--- src/common/dcmb_pkg.sv ---
/*
  Constants shared by the full-bridge motor control logic:
  register map, status layout and interval counts.
  Assumes a single 25 MHz clock; every interval is counted in its cycles.
*/
// Behaviour
// A high, B low drives output a high, b low; opposite pattern reverses.
// Sense trip while driving enters chopping; high side alternates, other stays low.
// Both inputs high drive both outputs low: braking while held.
// Both inputs low put both outputs in high impedance.
// Both inputs low beyond 1 ms enter low-power standby.
// Controller waits up to 30 us after standby exit before drive commands.
// Each PWM cycle enables a diagonal pair; a trip turns it off.
// After each trip the bridge stays off a fixed time, then conducts.
// Off-time is fast decay for its first half, slow decay after.
// Fast-to-slow change forces all drivers off for the dead time.
// No synchronous rectification during the dead time.
// Rectify during decay; stop when load current reaches zero.
// Short or overcurrent latches a fault and disables all outputs.
// The fault clears only on standby exit or supply power cycle.
// Over-temperature disables outputs until the indication clears.
// Supply undervoltage holds all drivers off.
// Sense comparator ignored during blanking after each turn-on; code blanks only on drive entry, not when hot, low supply or disable lifts.
// Off, blank, dead and standby intervals are parameterised counters.
package dcmb_pkg;

  // ----------------------------------------
  // clock and intervals
  // ----------------------------------------
  localparam int CLK_PERIOD_PS = 40000;
  localparam int OFF_TIME_NS = 25000;
  localparam int BLANK_TIME_NS = 3000;
  localparam int DEAD_TIME_NS = 50;
  localparam int STANDBY_TIME_NS = 1000000;
  // off, blank and dead times round up, none below one cycle; standby truncates
  localparam int OFF_CYC = (OFF_TIME_NS * 1000 + CLK_PERIOD_PS - 1) / CLK_PERIOD_PS;
  localparam int BLANK_CYC = (BLANK_TIME_NS * 1000 + CLK_PERIOD_PS - 1) / CLK_PERIOD_PS;
  localparam int DEAD_CYC = (DEAD_TIME_NS * 1000 + CLK_PERIOD_PS - 1) / CLK_PERIOD_PS;
  localparam int STANDBY_CYC = (STANDBY_TIME_NS / 1000) * (1000000 / CLK_PERIOD_PS);
  localparam int FAST_PCT = 50;
  localparam int CNT_W = 16;

  // ----------------------------------------
  // register map
  // ----------------------------------------
  localparam int APB_AW = 8;
  localparam logic [APB_AW-1:0] CTRL_ADDR = 8'h00;
  localparam logic [APB_AW-1:0] STATUS_ADDR = 8'h04;
  localparam logic CTRL_ENABLE_RST = 1'h1;
  localparam int CTRL_ENABLE_BIT = 0;
  localparam int ST_W = 7;
  localparam int STAT_W = 12;
  // status fields: state one-hot in [6:0], then flags
  localparam int STAT_FAULT_BIT = 7;
  localparam int STAT_STBY_BIT = 8;
  localparam int STAT_HOT_BIT = 9;
  localparam int STAT_LOW_BIT = 10;
  localparam int STAT_FWD_BIT = 11;

  typedef enum logic [ST_W-1:0] {
    ST_COAST = 7'h01,
    ST_DRIVE = 7'h02,
    ST_FAST = 7'h04,
    ST_DEAD = 7'h08,
    ST_SLOW = 7'h10,
    ST_BRAKE = 7'h20,
    ST_STBY = 7'h40
  } dcmb_state_type;

endpackage

--- src/common/dcmb_reg_if.sv ---
/*
  Carrier between the register slave and the bridge core.
  Assumes both ends run on pclk.
*/
`timescale 1ns/1ps
interface dcmb_reg_if;
  logic ctrl_enable;
  logic [dcmb_pkg::STAT_W-1:0] status;
  modport regs (output ctrl_enable, input status);
  modport core (input ctrl_enable, output status);
endinterface

--- src/hw/dcmb_apb.sv ---
/*
  APB slave for the control and status registers.
  Assumes a standard APB master; answers with zero wait states,
  pready registered, error on unmapped addresses.
*/
`timescale 1ns/1ps
module dcmb_apb (
  input wire logic pclk, // clock
  input wire logic presetn, // async reset, low
  input wire logic psel, // select
  input wire logic penable, // access phase
  input wire logic pwrite, // write
  input wire logic [dcmb_pkg::APB_AW-1:0] paddr, // byte address
  input wire logic [31:0] pwdata, // write data
  output logic [31:0] prdata, // read data
  output logic pready, // ready
  output logic pslverr, // unmapped address
  dcmb_reg_if.regs rif // toward the core
);
  import dcmb_pkg::*;

  logic en_q, en_d, rdy_q, rdy_d, err_q, err_d;
  logic [31:0] rd_q, rd_d;
  logic mapped;

  always_comb
  begin
    mapped = (paddr == CTRL_ADDR) || (paddr == STATUS_ADDR);
    rdy_d = psel && !penable;
    err_d = psel && !penable && !mapped;
    rd_d = rd_q;
    if (psel && !penable)
    begin
      rd_d = 32'h0000_0000;
      if (paddr == CTRL_ADDR)
        rd_d[CTRL_ENABLE_BIT] = en_q;
      else if (paddr == STATUS_ADDR)
        rd_d[STAT_W-1:0] = rif.status;
    end
    en_d = en_q;
    // write lands only at the completing edge
    if (psel && penable && rdy_q && pwrite && paddr == CTRL_ADDR)
      en_d = pwdata[CTRL_ENABLE_BIT];
  end

  always_ff @(posedge pclk or negedge presetn)
  begin
    if (!presetn)
    begin
      en_q <= CTRL_ENABLE_RST;
      rdy_q <= 1'h0;
      err_q <= 1'h0;
      rd_q <= 32'h0000_0000;
    end
    else
    begin
      en_q <= en_d;
      rdy_q <= rdy_d;
      err_q <= err_d;
      rd_q <= rd_d;
    end
  end

  assign rif.ctrl_enable = en_q;
  assign prdata = rd_q;
  assign pready = rdy_q;
  assign pslverr = err_q;
endmodule

--- src/hw/dcmb_sync.sv ---
/*
  Three-stage synchroniser for pin inputs.
  Assumes inputs are asynchronous to pclk; a change is taken once
  stages two and three agree.
*/
`timescale 1ns/1ps
module dcmb_sync #(
  parameter int W = 1
) (
  input wire logic pclk, // clock
  input wire logic presetn, // async reset, low
  input wire logic [W-1:0] pin_in, // raw pins
  output logic [W-1:0] sync_out // filtered levels
);
  logic [W-1:0] s1_q, s2_q, s3_q, out_q;
  logic [W-1:0] out_d;

  // bit follows stage two only where stages agree
  always_comb
  begin
    out_d = (s2_q & s3_q) | (out_q & (s2_q | s3_q));
  end

  always_ff @(posedge pclk or negedge presetn)
  begin
    if (!presetn)
    begin
      s1_q <= '0;
      s2_q <= '0;
      s3_q <= '0;
      out_q <= '0;
    end
    else
    begin
      s1_q <= pin_in;
      s2_q <= s1_q;
      s3_q <= s2_q;
      out_q <= out_d;
    end
  end

  assign sync_out = out_q;
endmodule

--- src/hw/dcmb_top.sv ---
/*
  Full-bridge DC motor control core: input decode, fixed off-time
  mixed-decay chopping, dead time, synchronous rectification, standby
  timer and protection gating, with an APB register slave.
  Assumes the comparators (sense trip, zero current, overcurrent,
  over-temperature with its own hysteresis, undervoltage) arrive as
  asynchronous logic levels, and that the gate driver turns each
  half-bridge high-side/low-side enable into the bridge pin state.
*/
`timescale 1ns/1ps
module dcmb_top #(
  parameter int OFF_CYCLES = dcmb_pkg::OFF_CYC,
  parameter int BLANK_CYCLES = dcmb_pkg::BLANK_CYC,
  parameter int DEAD_CYCLES = dcmb_pkg::DEAD_CYC,
  parameter int STANDBY_CYCLES = dcmb_pkg::STANDBY_CYC
) (
  input wire logic pclk, // 25 MHz clock
  input wire logic presetn, // async reset, low
  input wire logic psel, // apb select
  input wire logic penable, // apb access phase
  input wire logic pwrite, // apb write
  input wire logic [dcmb_pkg::APB_AW-1:0] paddr, // apb byte address
  input wire logic [31:0] pwdata, // apb write data
  output logic [31:0] prdata, // apb read data
  output logic pready, // apb ready
  output logic pslverr, // apb error
  input wire logic drive_input_a, // direction input a
  input wire logic drive_input_b, // direction input b
  input wire logic sense_trip, // ten times sense above reference
  input wire logic zero_current, // load current at zero
  input wire logic short_detect, // output short or overcurrent
  input wire logic over_temp, // thermal indication, hysteretic
  input wire logic supply_low_lockout, // load supply undervoltage
  output logic bridge_output_a_hs, // half-bridge a high side on
  output logic bridge_output_a_ls, // half-bridge a low side on
  output logic bridge_output_b_hs, // half-bridge b high side on
  output logic bridge_output_b_ls, // half-bridge b low side on
  output logic overcurrent_fault, // latched short fault
  output logic standby // low-power standby active
);
  import dcmb_pkg::*;

  // ----------------------------------------
  // pin synchronisation
  // ----------------------------------------
  localparam int NPIN = 7;
  logic [NPIN-1:0] pins_raw, pins;
  logic in_a, in_b, trip, zero_i, short_i, hot, low_v;

  assign pins_raw = {supply_low_lockout, over_temp, short_detect,
                     zero_current, sense_trip, drive_input_b, drive_input_a};

  dcmb_sync #(.W(NPIN)) u_sync (
    .pclk(pclk),
    .presetn(presetn),
    .pin_in(pins_raw),
    .sync_out(pins)
  );

  assign in_a = pins[0];
  assign in_b = pins[1];
  assign trip = pins[2];
  assign zero_i = pins[3];
  assign short_i = pins[4];
  assign hot = pins[5];
  assign low_v = pins[6];

  // ----------------------------------------
  // register slave
  // ----------------------------------------
  dcmb_reg_if rif ();

  dcmb_apb u_apb (
    .pclk(pclk),
    .presetn(presetn),
    .psel(psel),
    .penable(penable),
    .pwrite(pwrite),
    .paddr(paddr),
    .pwdata(pwdata),
    .prdata(prdata),
    .pready(pready),
    .pslverr(pslverr),
    .rif(rif.regs)
  );

  // ----------------------------------------
  // state and counters
  // ----------------------------------------
  dcmb_state_type state_q, state_d;
  logic fwd_q, fwd_d;
  logic fault_q, fault_d;
  logic sr_q, sr_d;
  logic [CNT_W-1:0] off_q, off_d;
  logic [CNT_W-1:0] blank_q, blank_d;
  logic [CNT_W-1:0] dead_q, dead_d;
  logic [CNT_W-1:0] stby_q, stby_d;
  logic run_ok;
  logic both_low, both_high, one_hot_in;
  logic blank_done, fast_done, off_done, dead_done, stby_done;

  localparam logic [CNT_W-1:0] OFF_LAST = CNT_W'(OFF_CYCLES - 1);
  localparam logic [CNT_W-1:0] FAST_LAST = CNT_W'((OFF_CYCLES * FAST_PCT) / 100 - 1);
  localparam logic [CNT_W-1:0] BLANK_LAST = CNT_W'(BLANK_CYCLES - 1);
  localparam logic [CNT_W-1:0] DEAD_LAST = CNT_W'(DEAD_CYCLES - 1);
  localparam logic [CNT_W-1:0] STBY_LAST = CNT_W'(STANDBY_CYCLES - 1);
  localparam logic [CNT_W-1:0] CNT_ONE = CNT_W'(1);

  // saturating up-count used by every interval timer
  function automatic logic [CNT_W-1:0] count_up(input logic [CNT_W-1:0] c,
                                               input logic [CNT_W-1:0] last);
    count_up = (c == last) ? c : c + CNT_ONE;
  endfunction

  always_comb
  begin
    both_low = !in_a && !in_b;
    both_high = in_a && in_b;
    one_hot_in = in_a ^ in_b;
    blank_done = (blank_q == BLANK_LAST);
    fast_done = (off_q == FAST_LAST);
    off_done = (off_q == OFF_LAST);
    dead_done = (dead_q == DEAD_LAST);
    stby_done = (stby_q == STBY_LAST);
    // any protection or software disable removes all drive
    run_ok = !fault_q && !hot && !low_v && rif.ctrl_enable;
  end

  // ----------------------------------------
  // bridge sequencer
  // ----------------------------------------
  always_comb
  begin
    state_d = state_q;
    fwd_d = fwd_q;
    off_d = off_q;
    blank_d = blank_q;
    dead_d = dead_q;
    stby_d = both_low ? count_up(stby_q, STBY_LAST) : '0;
    sr_d = sr_q;
    case (state_q)
      ST_COAST:
      begin
        if (both_low && stby_done)
          state_d = ST_STBY;
        else if (both_high)
          state_d = ST_BRAKE;
        else if (one_hot_in)
        begin
          state_d = ST_DRIVE;
          fwd_d = in_a;
          blank_d = '0;
        end
      end
      ST_DRIVE:
      begin
        blank_d = count_up(blank_q, BLANK_LAST);
        if (!one_hot_in || in_a != fwd_q)
        begin
          state_d = ST_COAST;
        end
        else if (blank_done && trip)
        begin
          // latch reset: diagonal pair off, fast decay begins
          state_d = ST_FAST;
          off_d = '0;
          sr_d = 1'h1;
        end
      end
      ST_FAST:
      begin
        off_d = count_up(off_q, OFF_LAST);
        if (zero_i)
          sr_d = 1'h0;
        if (!one_hot_in || in_a != fwd_q)
          state_d = ST_COAST;
        else if (fast_done)
        begin
          state_d = ST_DEAD;
          dead_d = '0;
        end
      end
      ST_DEAD:
      begin
        off_d = count_up(off_q, OFF_LAST);
        dead_d = count_up(dead_q, DEAD_LAST);
        if (!one_hot_in || in_a != fwd_q)
          state_d = ST_COAST;
        else if (dead_done)
        begin
          state_d = ST_SLOW;
          sr_d = !zero_i;
        end
      end
      ST_SLOW:
      begin
        off_d = count_up(off_q, OFF_LAST);
        if (zero_i)
          sr_d = 1'h0;
        if (!one_hot_in || in_a != fwd_q)
          state_d = ST_COAST;
        else if (off_done)
        begin
          // next PWM cycle: diagonal back on, blanking restarts
          state_d = ST_DRIVE;
          blank_d = '0;
        end
      end
      ST_BRAKE:
      begin
        if (!both_high)
          state_d = ST_COAST;
      end
      ST_STBY:
      begin
        if (!both_low)
          state_d = ST_COAST;
      end
      default:
      begin
        state_d = ST_COAST;
      end
    endcase
  end

  // ----------------------------------------
  // overcurrent latch
  // ----------------------------------------
  always_comb
  begin
    fault_d = fault_q;
    // shorts are ignored in standby, so the exit clear never meets a set in its cycle
    if (state_q == ST_STBY && state_d != ST_STBY)
      fault_d = 1'h0;
    if (short_i && state_q != ST_STBY)
      fault_d = 1'h1;
  end

  always_ff @(posedge pclk or negedge presetn)
  begin
    if (!presetn)
    begin
      state_q <= ST_COAST;
      fwd_q <= 1'h1;
      fault_q <= 1'h0;
      sr_q <= 1'h0;
      off_q <= '0;
      blank_q <= '0;
      dead_q <= '0;
      stby_q <= '0;
    end
    else
    begin
      state_q <= state_d;
      fwd_q <= fwd_d;
      fault_q <= fault_d;
      sr_q <= sr_d;
      off_q <= off_d;
      blank_q <= blank_d;
      dead_q <= dead_d;
      stby_q <= stby_d;
    end
  end

  // ----------------------------------------
  // gate decode
  // ----------------------------------------
  // gates follow the next state so they move with the sequencer edge;
  // the output register adds no cycle of delay yet gives glitch-free driver inputs
  logic [3:0] gate_q, gate_d; // {a_hs, a_ls, b_hs, b_ls}
  logic stby_out_q, stby_out_d;

  always_comb
  begin
    gate_d = 4'h0;
    case (state_d)
      ST_DRIVE:
        gate_d = fwd_d ? 4'h9 : 4'h6;
      ST_FAST:
        // opposite diagonal carries recirculation while current flows
        gate_d = !sr_d ? 4'h0 : (fwd_d ? 4'h6 : 4'h9);
      ST_DEAD:
        gate_d = 4'h0;
      ST_SLOW:
        // both low sides short the winding; the driven side stays low
        gate_d = sr_d ? 4'h5 : (fwd_d ? 4'h1 : 4'h4);
      ST_BRAKE:
        gate_d = 4'h5;
      default:
        gate_d = 4'h0;
    endcase
    if (!run_ok || fault_d)
      gate_d = 4'h0;
    stby_out_d = (state_d == ST_STBY);
  end

  always_ff @(posedge pclk or negedge presetn)
  begin
    if (!presetn)
    begin
      gate_q <= 4'h0;
      stby_out_q <= 1'h0;
    end
    else
    begin
      gate_q <= gate_d;
      stby_out_q <= stby_out_d;
    end
  end

  assign bridge_output_a_hs = gate_q[3];
  assign bridge_output_a_ls = gate_q[2];
  assign bridge_output_b_hs = gate_q[1];
  assign bridge_output_b_ls = gate_q[0];
  assign overcurrent_fault = fault_q;
  assign standby = stby_out_q;

  // ----------------------------------------
  // status toward software
  // ----------------------------------------
  always_comb
  begin
    rif.status = '0;
    rif.status[ST_W-1:0] = state_q;
    rif.status[STAT_FAULT_BIT] = fault_q;
    rif.status[STAT_STBY_BIT] = stby_out_q;
    rif.status[STAT_HOT_BIT] = hot;
    rif.status[STAT_LOW_BIT] = low_v;
    rif.status[STAT_FWD_BIT] = fwd_q;
  end

endmodule

--- config.mk ---
export PLATFORM = sky130hd
export DESIGN_NAME = dcmb_top
export DESIGN_NICKNAME = d
export VERILOG_FILES = /design/src/common/dcmb_pkg.sv /design/src/common/dcmb_reg_if.sv /design/src/hw/dcmb_apb.sv /design/src/hw/dcmb_sync.sv /design/src/hw/dcmb_top.sv
export SDC_FILE = /design/constraint.sdc
export NUM_CORES = 1
export LEC_CHECK = 0
export BUFFER_PORTS_ARGS = -buffer_cell sky130_fd_sc_hd__buf_2
export CORE_AREA = 2 2 107 109
export CTS_CLUSTER_DIAMETER = 120
export DETAILED_ROUTE_END_ITERATION = 8
export DIE_AREA = 0 0 109 111
export PLACE_DENSITY = 0.79
export SLEW_MARGIN = 20
export SYNTH_ARGS = -nofsm -noshare
export SYNTH_HDL_FRONTEND = slang
export SYNTH_SLANG_ARGS = --single-unit
--- constraint.sdc ---
create_clock -name pclk -period 4.1 [get_ports pclk]
set_clock_uncertainty 0.15 [all_clocks]
set_input_delay 0.82 -clock pclk [delete_from_list [all_inputs] [get_ports pclk]]
set_output_delay 0.82 -clock pclk [all_outputs]
set_load 0.005 [all_outputs]
==> flow_summary.json, run 1 <==
{
  "ys_types": 69,
  "grt_overflow_total": 0,
  "synth_seq_cells": 122,
  "syn-mean-instance-area_um2": 10.1,
  "cts_made_buffers": 17,
  "core_um2": 11100,
  "track_usage": 0.237,
  "die_w_um": 109,
  "finalCritPeriodShare": 0.816,
  "synthCells": 607,
  "synthArstFlopShare": 1.00,
  "placed_cell_area_um2": 6380,
  "finalNetCount": 711,
  "grt_pass1_wl_mm": 22.2,
  "cts_tree": "yes",
  "hold_violations": 0,
  "die_y_um": 111,
  "via_count": 4796,
  "synth-edff-count": 0,
  "post_cts_buffers": 0,
  "synthMuxAreaShare": 0.00837,
  "slew_headroom": 0.306,
  "setup_viol": 0,
  "cp-start-kind": "flop",
  "netlist_area_um2": 6130,
  "ys_seq_area_frac": 0.499,
  "vias_per_cell": 5.95,
  "rsz0062_at_grt": "no",
  "dieArea_um2": 12100,
  "clk-insertion-delay-late_ns": 0.42,
  "cts_buffer_depth": 2,
  "ios": 92,
  "clk_pin_slew_ns": 0.05,
  "cap_violations": 0,
  "yosysTopAreaCell": "dfrtp_1",
  "max_freq_mhz": 299,
  "grt_pass1_vias": 4685,
  "cts_hold_buffers": 0,
  "syn2layout_area_growth_pct": 15.3,
  "power_density_nw_per_um2": 500,
  "placementRows": 39,
  "grt_start_max_net_pins": 85,
  "leakagePower_nw": 3.22,
  "required_ns": 4.25,
  "wire_per_inst_um": 16.3,
  "antenna_cells": 0,
  "drt_iter0_drc": 365,
  "yosys-top-cells-area": "dfrtp_1 49%, xnor2_1 3.3%, nor2_1 3.2%",
  "wl_mm": 13.1,
  "fin_ws_ns": 0.755,
  "hold_class": "flop to flop",
  "drv_slew": 0,
  "synth_top_family_by_area": "simple AND/OR/NAND/NOR gates",
  "post-place-ws_ns": 0.822,
  "power_mw": 3.54,
  "drc": 0,
  "status": "completed",
  "synth_most_common_cell": "dfrtp_1",
  "post-dp-hpwl_mm": 8.72,
  "end_kind": "flop",
  "dr.pass1.iters": 7,
  "yosysWarnings": 0,
  "start_util": 0.553,
  "synth_compound_area_frac": 0.107,
  "whs_ns": 0.197,
  "antenna_found_initial": 0,
  "cts.sinks": 122,
  "ys.flop_type": "dfrtp_1",
  "synth_common_cells": "119 x dfrtp_1, 53 x nor2_1, 38 x nand2_1",
  "worstPathArrival_ns": 3.50,
  "final_layout_size_suffix_gt1_frac": 0.155,
  "crit_type": "flop to flop",
  "post_cts_resize_count": 0,
  "timing.final.crit_period_ns": 3.34,
  "worstPathMaxFanout": 11,
  "ir_drop_mv": 0.387,
  "worstMarginPinSlew_ns": 1.04,
  "yosysTopAreaCellShare": 0.486,
  "synth_fa_ha_area_frac": 0.0298,
  "synthXorXnorAreaFrac": 0.0600,
  "portBuffers": 40,
  "r2r_slack_ns": 0.76,
  "synth_simple_gate_area_frac": 0.242,
  "finalInstanceArea_um2": 7070,
  "tns_ns": 0,
  "cts_root_buf": "clkbuf_16",
  "htreeDepth": 4,
  "antenna_left": 0,
  "gp_congestion": 0.880
}
## sequential cells by signal (all words and copies together), names as in the netlist
register / flops
blank_q: 16
dead_q: 16
fwd_q: 1
gate_q: 4
off_q: 16
overcurrent_fault: 1
sr_q: 1
standby: 1
state_q: 7
stby_q: 16
u_apb.prdata: 12
u_apb.pready: 1
u_apb.pslverr: 1
u_apb.rif.ctrl_enable: 1
u_sync.s1_q: 7
u_sync.s2_q: 7
u_sync.s3_q: 7
u_sync.sync_out: 7
## worst max-delay path, cell delays in order (launching register included)
cell     delay (ns)
dfrtp_1        0.50
or3_4          0.44
or4_1          0.65
nor4b_2        0.41
mux2i_1        0.41
inv_1          0.19
nor2_1         0.13
o21ai_0        0.13
a21o_1         0.22
## cell families (layout without fill, tap and decap cells)
family                     Yosys count  after routing
muxes                                5              5
buffers and inverters               61             98
DFF                                122            122
other                                1             20
AOI/OAI and AO/OA                   98             98
and+or+nand+nor                    262            262
adders and majority gates           16             16
xor gates and xnor gates            42             42
## power breakdown
group	total [mW]	switching, mW	internal, mW
Sequential	1.32	0.0627	1.26
Clock	1.73	0.551	1.18
Combinational	0.487	0.315	0.173
Total	3.54	0.929	2.61
## routing by layer
layer / vias up / part of all wire / track usage
met5: - / 0 / 0
li1: 2219 / - / -
met2: 159 / 0.51 / 0.380
met3: 50 / 0.046 / 0.0670
met4: 0 / 0.034 / 0.115
met1: 2368 / 0.41 / 0.292
## per-stage QoR
| step | cells | util |
|---|---|---|
| floorplan | 626 | - |
| global placement | 774 | 0.576 |
| detailed placement | 774 | 0.576 |
| CTS | 806 | 0.638 |
| global route | 806 | 0.638 |
| finish | 806 | 0.638 |
## cells in the final DEF, fill, tap and decap left out, types with 4 or more instances in the layout
| cell | Yosys | layout |
|---|---|---|
| mux2i_1 | 4 | 4 |
| dfrtp_1 | 119 | 119 |
| maj3_1 | 7 | 7 |
| nor4_1 | 9 | 9 |
| bufinv_16 | 0 | 6 |
| inv_1 | 19 | 19 |
| a21oi_1 | 17 | 17 |
| a21boi_0 | 6 | 6 |
| a22o_1 | 11 | 11 |
| clkbuf_16 | 0 | 17 |
| nand4_1 | 15 | 15 |
| nor3_2 | 6 | 6 |
| and2_1 | 16 | 16 |
| xor2_1 | 19 | 19 |
| nand3_1 | 27 | 27 |
| xnor2_1 | 23 | 23 |
| and3_1 | 12 | 12 |
| nor2b_1 | 10 | 10 |
| or4_1 | 8 | 8 |
| conb_1 | 1 | 20 |
| nor3_1 | 14 | 14 |
| buf_4 | 20 | 7 |
| buf_2 | 3 | 39 |
| a21o_1 | 4 | 4 |
| ha_1 | 9 | 9 |
| nand2_1 | 38 | 38 |
| o31ai_1 | 9 | 9 |
| or3_1 | 12 | 12 |
| nand2b_1 | 8 | 8 |
| nor2_1 | 53 | 53 |
| o21ai_0 | 31 | 31 |
## worst paths after layout
path | end | cells after the start | from
max | gate_q[0] | 8 | state_q[3]
max in group asynchronous | stby_q[12] | 2 | presetn
min in group asynchronous | off_q[3] | 1 | presetn
min | u_sync.s2_q[0] | 0 | u_sync.s1_q[0]
min reg2reg | u_sync.s2_q[0] | 0 | u_sync.s1_q[0]
max reg2reg | gate_q[0] | 8 | state_q[3]
## area by class of cell
class	count	area (um^2)
Multi-Input combinational cell	443	2820
Fill cell	829	4010
Clock buffer	19	453
Sequential cell	122	3060
Timing Repair Buffer	47	259
Tap cell	143	179
Clock inverter	13	236
Inverter	19	71.3
Note: power is estimated with default switching activity, not from simulation.
==> run 2: changes to the inputs <==
--- a/config.mk
+++ b/config.mk
@@ -5,12 +5,13 @@
 export SDC_FILE = /design/constraint.sdc
 export NUM_CORES = 1
 export LEC_CHECK = 0
+export ABC_AREA = 1
 export BUFFER_PORTS_ARGS = -buffer_cell sky130_fd_sc_hd__buf_2
-export CORE_AREA = 2 2 107 109
+export CORE_AREA = 2 2 117 119
 export CTS_CLUSTER_DIAMETER = 120
 export DETAILED_ROUTE_END_ITERATION = 8
-export DIE_AREA = 0 0 109 111
-export PLACE_DENSITY = 0.79
+export DIE_AREA = 0 0 119 121
+export PLACE_DENSITY = 0.76
 export SLEW_MARGIN = 20
 export SYNTH_ARGS = -nofsm -noshare
 export SYNTH_HDL_FRONTEND = slang
==> constraint.sdc (replaced) <==
create_clock -name pclk -period 2.83 [get_ports pclk]
set_clock_uncertainty 0.15 [all_clocks]
set_input_delay 0.566 -clock pclk [delete_from_list [all_inputs] [get_ports pclk]]
set_output_delay 0.566 -clock pclk [all_outputs]
set_load 0.005 [all_outputs]
==> flow_summary.json, run 2 <==
{
  "syn-mean-instance-area_um2": 8.28,
  "hold_violations": 0,
  "placed_cell_area_um2": 7090,
  "grt_overflow_total": 0,
  "cts.sinks": 122,
  "rsz0062_at_grt": "no",
  "cp-start-kind": "flop",
  "fill_cells": 1133,
  "dieArea_um2": 14400,
  "synth_most_common_cell": "nand2_1",
  "start_util": 0.518,
  "worstMarginPinSlew_ns": 0.556,
  "met3_usage": 0.0550,
  "ys_seq_area_frac": 0.451,
  "syn2layout_area_growth_pct": 14.0,
  "synth-edff-count": 0,
  "cap_violations": 0,
  "yosys-top-cells-area": "dfrtp_1 44%, nand2_1 7.7%, inv_1 5.3%",
  "setup_viol": 0,
  "grtUsageMet2": 0.343,
  "antenna_cells": 0,
  "power_mw": 4.80,
  "synthCells": 818,
  "drt_iter0_drc": 466,
  "vias_per_cell": 5.29,
  "hold_class": "primary input to flop",
  "cts_hold_buffers": 1,
  "ys_types": 47,
  "clk_pin_slew_ns": 0.06,
  "core_um2": 13100,
  "synth_compound_area_frac": 0.105,
  "grt_pass1_vias": 5336,
  "cts_buffer_depth": 2,
  "ios": 92,
  "placementRows": 42,
  "required_ns": 3.01,
  "cts_made_buffers": 17,
  "netlist_area_um2": 6770,
  "drv_slew": 0,
  "die_y_um": 121,
  "power_density_nw_per_um2": 622,
  "worstPathArrival_ns": 2.57,
  "instances_no_fill": 1057,
  "finalInstanceArea_um2": 7720,
  "wire_per_inst_um": 13.7,
  "multi_input_area_um2": 3150,
  "drc": 0,
  "ir_drop_mv": 0.449,
  "cts_tree": "yes",
  "dr.pass1.iters": 6,
  "busiest_layer": "met2",
  "synthMuxAreaShare": 0,
  "synth_common_cells": "139 x nand2_1, 119 x dfrtp_1, 95 x inv_1",
  "portBuffers": 40,
  "use_met1": 0.275,
  "cts_root_buf": "clkbuf_16",
  "synth_simple_gate_area_frac": 0.277,
  "end_kind": "flop",
  "track_usage": 0.212,
  "synth_seq_cells": 122,
  "post_cts_resize_count": 0,
  "final_layout_size_suffix_gt1_frac": 0.162,
  "worstPathMaxFanout": 8,
  "grt_pass1_wl_mm": 24.4,
  "post-dp-hpwl_mm": 10.3,
  "clk-insertion-delay-late_ns": 0.43,
  "final_cell_mix": "139 x nand2_1, 119 x dfrtp_1, 95 x inv_1",
  "post_cts_buffers": 0,
  "wl_mm": 14.5,
  "yosysTopAreaCell": "dfrtp_1",
  "crit_type": "flop to flop",
  "synth_fa_ha_area_frac": 0.0270,
  "antenna_left": 0,
  "finalNetCount": 929,
  "status": "completed",
  "dp_cells": 1024,
  "htreeDepth": 4,
  "final_util": 0.590,
  "tns_ns": 0,
  "gp_congestion": 0.894,
  "synth_top_family_by_area": "simple AND/OR/NAND/NOR gates",
  "ys.flop_type": "dfrtp_1",
  "regArea_um2": 3060,
  "synthArstFlopShare": 1.00,
  "max_freq_mhz": 419,
  "final_common_cell": "nand2_1",
  "yosysTopAreaCellShare": 0.440,
  "grt_start_max_net_pins": 59,
  "synthXorXnorAreaFrac": 0.0453,
  "die_w_um": 119,
  "yosysWarnings": 0,
  "antenna_found_initial": 0,
  "timing.final.crit_period_ns": 2.39,
  "slew_headroom": 0.626,
  "leakagePower_nw": 3.46,
  "via_count": 5587,
  "finalCritPeriodShare": 0.844
}
## run 2: changes by cell type in the layout (fill, tap and decap cells not counted), moves of 13 or more
cell,delta
inv_1,+76
o22ai_1,+16
nor2_1,+27
xnor2_1,-20
o21ai_0,+23
and2_1,-16
nor3_1,+13
nand2_1,+101
xor2_1,+13
nand3_1,+35
## run 2: worst max-delay path, cell delays in order (launching register included)
cell and delay, ns:
dfrtp_1 0.41, inv_2 0.07, ha_1 0.33, nand2_1 0.11, nor2_4 0.18, buf_4 0.19
nand3_1 0.08, o21ai_1 0.35, nor2_1 0.07, nand2_1 0.08, nand2_2 0.08, a21oi_1 0.19
## run 2: area by class of cell
type	instances	area share
clock buffer	20	0.0592
clock inverter	12	0.0216
inverter	109	0.0536
multi-input combinational	573	0.408
sequential	122	0.396
tap	176	0.0285
timing repair buffer	45	0.0331
## run 2: through the flow
| step | hold slack [ns] | setup slack (ns) |
|---|---|---|
| 2_1_floorplan | 0.120 | 0.859 |
| 3_3_place_gp | 0.183 | 0.493 |
| 3_5_place_dp | 0.186 | 0.487 |
| 4_1_cts | 0.0783 | 0.456 |
| 5_1_grt | 0.0757 | 0.226 |
| 6_report | 0.0901 | 0.441 |
## run 2: cell families (layout without fill, tap and decap cells)
logic type | count (synthesis) | count (layout)
xor gates and xnor gates | 35 | 35
other | 1 | 20
buffers and inverters | 142 | 186
AOI/OAI and AO/OA | 116 | 116
DFF | 122 | 122
and+or+nand+nor | 386 | 386
adders and majority gates | 16 | 16
## run 2: worst paths after layout
check / start / end / slack [ns] / cells after the start
max in group asynchronous: presetn / fwd_q / 1.25 / 3
worst max register to register: u_sync.sync_out[0] / gate_q[1] / 0.44 / 11
worst min register to register: u_sync.s1_q[3] / u_sync.s2_q[3] / 0.20 / 0
worst max-delay path: u_sync.sync_out[0] / gate_q[1] / 0.44 / 11
min in group asynchronous: presetn / off_q[11] / 0.49 / 2
worst min-delay path: sense_trip / u_sync.s1_q[2] / 0.09 / 1
## run 2: per-layer routing
metal | vias to the layer above | part of all wire
li1 | 2773 | -
met1 | 2655 | 0.46
met2 | 132 | 0.48
met3 | 27 | 0.046
met4 | 0 | 0.017
met5 | - | 0
## run 2: report_power, final
group	total, mW	switching, mW	leakage [nW]	internal [mW]
combinational	0.684	0.490	1.55	0.194
clock	2.25	0.814	0.297	1.44
sequential	1.86	0.0508	1.62	1.81
total	4.80	1.35	3.46	3.45
==> run 3: changes to the inputs <==
==> constraint.sdc (replaced) <==
create_clock -name pclk -period 2.02 [get_ports pclk]
set_clock_uncertainty 0.15 [all_clocks]
set_input_delay 0.404 -clock pclk [delete_from_list [all_inputs] [get_ports pclk]]
set_output_delay 0.404 -clock pclk [all_outputs]
set_load 0.005 [all_outputs]
==> flow_summary.json, run 3 (same netlist as run 2, synthesis figures left out) <==
{
  "instances_no_fill": 1170,
  "finalCritPeriodShare": 1.06,
  "fill_cells": 958,
  "dieArea_um2": 14400,
  "cts_buffer_depth": 2,
  "antenna_found_initial": 0,
  "cts_made_buffers": 17,
  "placementRows": 42,
  "grt_pass1_wl_mm": 26.8,
  "cp-start-kind": "flop",
  "grt_pass1_vias": 5950,
  "grt_start_max_net_pins": 62,
  "wl_mm": 17.4,
  "core_um2": 13100,
  "antenna_left": 0,
  "syn2layout_area_growth_pct": 33.3,
  "cts.sinks": 122,
  "clk-insertion-delay-late_ns": 0.42,
  "violations": "negative setup slack",
  "via_count": 6222,
  "multi_input_area_um2": 3530,
  "power_mw": 7.18,
  "die_w_um": 119,
  "fin_ws_ns": -0.115,
  "placed_cell_area_um2": 7640,
  "worstPathArrival_ns": 2.28,
  "gp_congestion": 0.954,
  "final_util": 0.690,
  "drc": 0,
  "clk_pin_slew_ns": 0.06,
  "leakagePower_nw": 4.15,
  "hold_violations": 0,
  "max_freq_mhz": 468,
  "rsz0062_at_grt": "yes",
  "regArea_um2": 3060,
  "slew_headroom": 0.662,
  "grt_overflow_total": 0,
  "final_common_cell": "dfrtp_1",
  "finalInstanceArea_um2": 9030,
  "htreeDepth": 4,
  "hold_class": "primary input to flop",
  "end_kind": "flop",
  "worstMarginPinSlew_ns": 0.503,
  "required_ns": 2.16,
  "status": "finished with violations",
  "tns_ns": -0.886,
  "vias_per_cell": 5.32,
  "ir_drop_mv": 0.715,
  "power_density_nw_per_um2": 795,
  "antenna_cells": 0,
  "worstPathMaxFanout": 6,
  "cts_root_buf": "clkbuf_16",
  "finalNetCount": 1043,
  "portBuffers": 40,
  "dr.pass1.iters": 5,
  "setup_viol": 21,
  "ios": 92,
  "final_cell_mix": "119 x dfrtp_1, 114 x nand2_1, 96 x buf_4",
  "final_layout_size_suffix_gt1_frac": 0.321,
  "wire_per_inst_um": 14.9,
  "drt_iter0_drc": 437,
  "drv_slew": 0,
  "start_util": 0.518,
  "whs_ns": 0.105,
  "post-place-ws_ns": -0.0613,
  "timing.final.crit_period_ns": 2.13,
  "die_y_um": 121,
  "track_usage": 0.232,
  "cap_violations": 0,
  "crit_type": "flop to flop",
  "dp_cells": 1096,
  "cts_tree": "yes",
  "post-dp-hpwl_mm": 10.9
}
-- run 3: cell count changes in the layout (fill, tap and decap cells not counted), sizes merged --
cell	delta
buf	+105
clkbuf	-1
clkinvlp	+2
dlygate4sd3	+7
-- run 3: worst paths after layout --
kind / start / endpoint / slack (ns) / cells after the start
max: state_q[4] / dead_q[13] / -0.11 / 14
min in group asynchronous: presetn / off_q[10] / 0.39 / 3
min: pwdata[0] / u_apb.rif.ctrl_enable / 0.11 / 3
min reg2reg: u_sync.s1_q[0] / u_sync.s2_q[0] / 0.20 / 0
max in group asynchronous: presetn / u_apb.rif.ctrl_enable / 1.00 / 3
max reg2reg: state_q[4] / dead_q[13] / -0.11 / 14
-- run 3: area by class of cell --
class	instances	area share
Multi-Input combinational cell	573	0.391
Sequential cell	122	0.339
Timing Repair Buffer	157	0.131
Inverter	109	0.0489
Clock buffer	19	0.0479
Tap cell	176	0.0244
Clock inverter	12	0.0166
Timing Repair inverter	2	0.00208
-- run 3: where the power goes --
part / total [mW] / internal [mW] / leakage, nW / switching [mW]
Clock: 3.02 / 1.92 / 0.279 / 1.10
Sequential: 2.61 / 2.54 / 1.62 / 0.0686
Combinational: 1.55 / 0.576 / 2.25 / 0.976
-- run 3: repair_timing --
action,4_1_cts,5_1_grt
hold buffers,8,0
gates resized for setup,53,77
cloned,1,1
pin swaps,14,25
buffers inserted,18,16
setup endpoints to repair,32,61
hold endpoints to repair,126,0
-- run 3: critical path: stages, from the launching register on --
cell,delay (ns)
dfrtp_1,0.44
inv_2,0.08
nand2_1,0.09
nor2_2,0.19
nand2_4,0.12
inv_6,0.10
nand2_2,0.07
buf_6,0.12
nand2_4,0.07
nand2_8,0.08
buf_4,0.14
buf_4,0.12
buf_4,0.12
nand2_1,0.04
o21ai_0,0.07
-- run 3: metal layers --
metal	track usage	routed length, um	up-vias	part of all wire
li1	-	-	3003	-
met1	0.292	7420	2964	0.43
met2	0.390	8610	215	0.50
met3	0.0545	906	40	0.052
met4	0.0856	446	0	0.026
met5	0	0	-	0
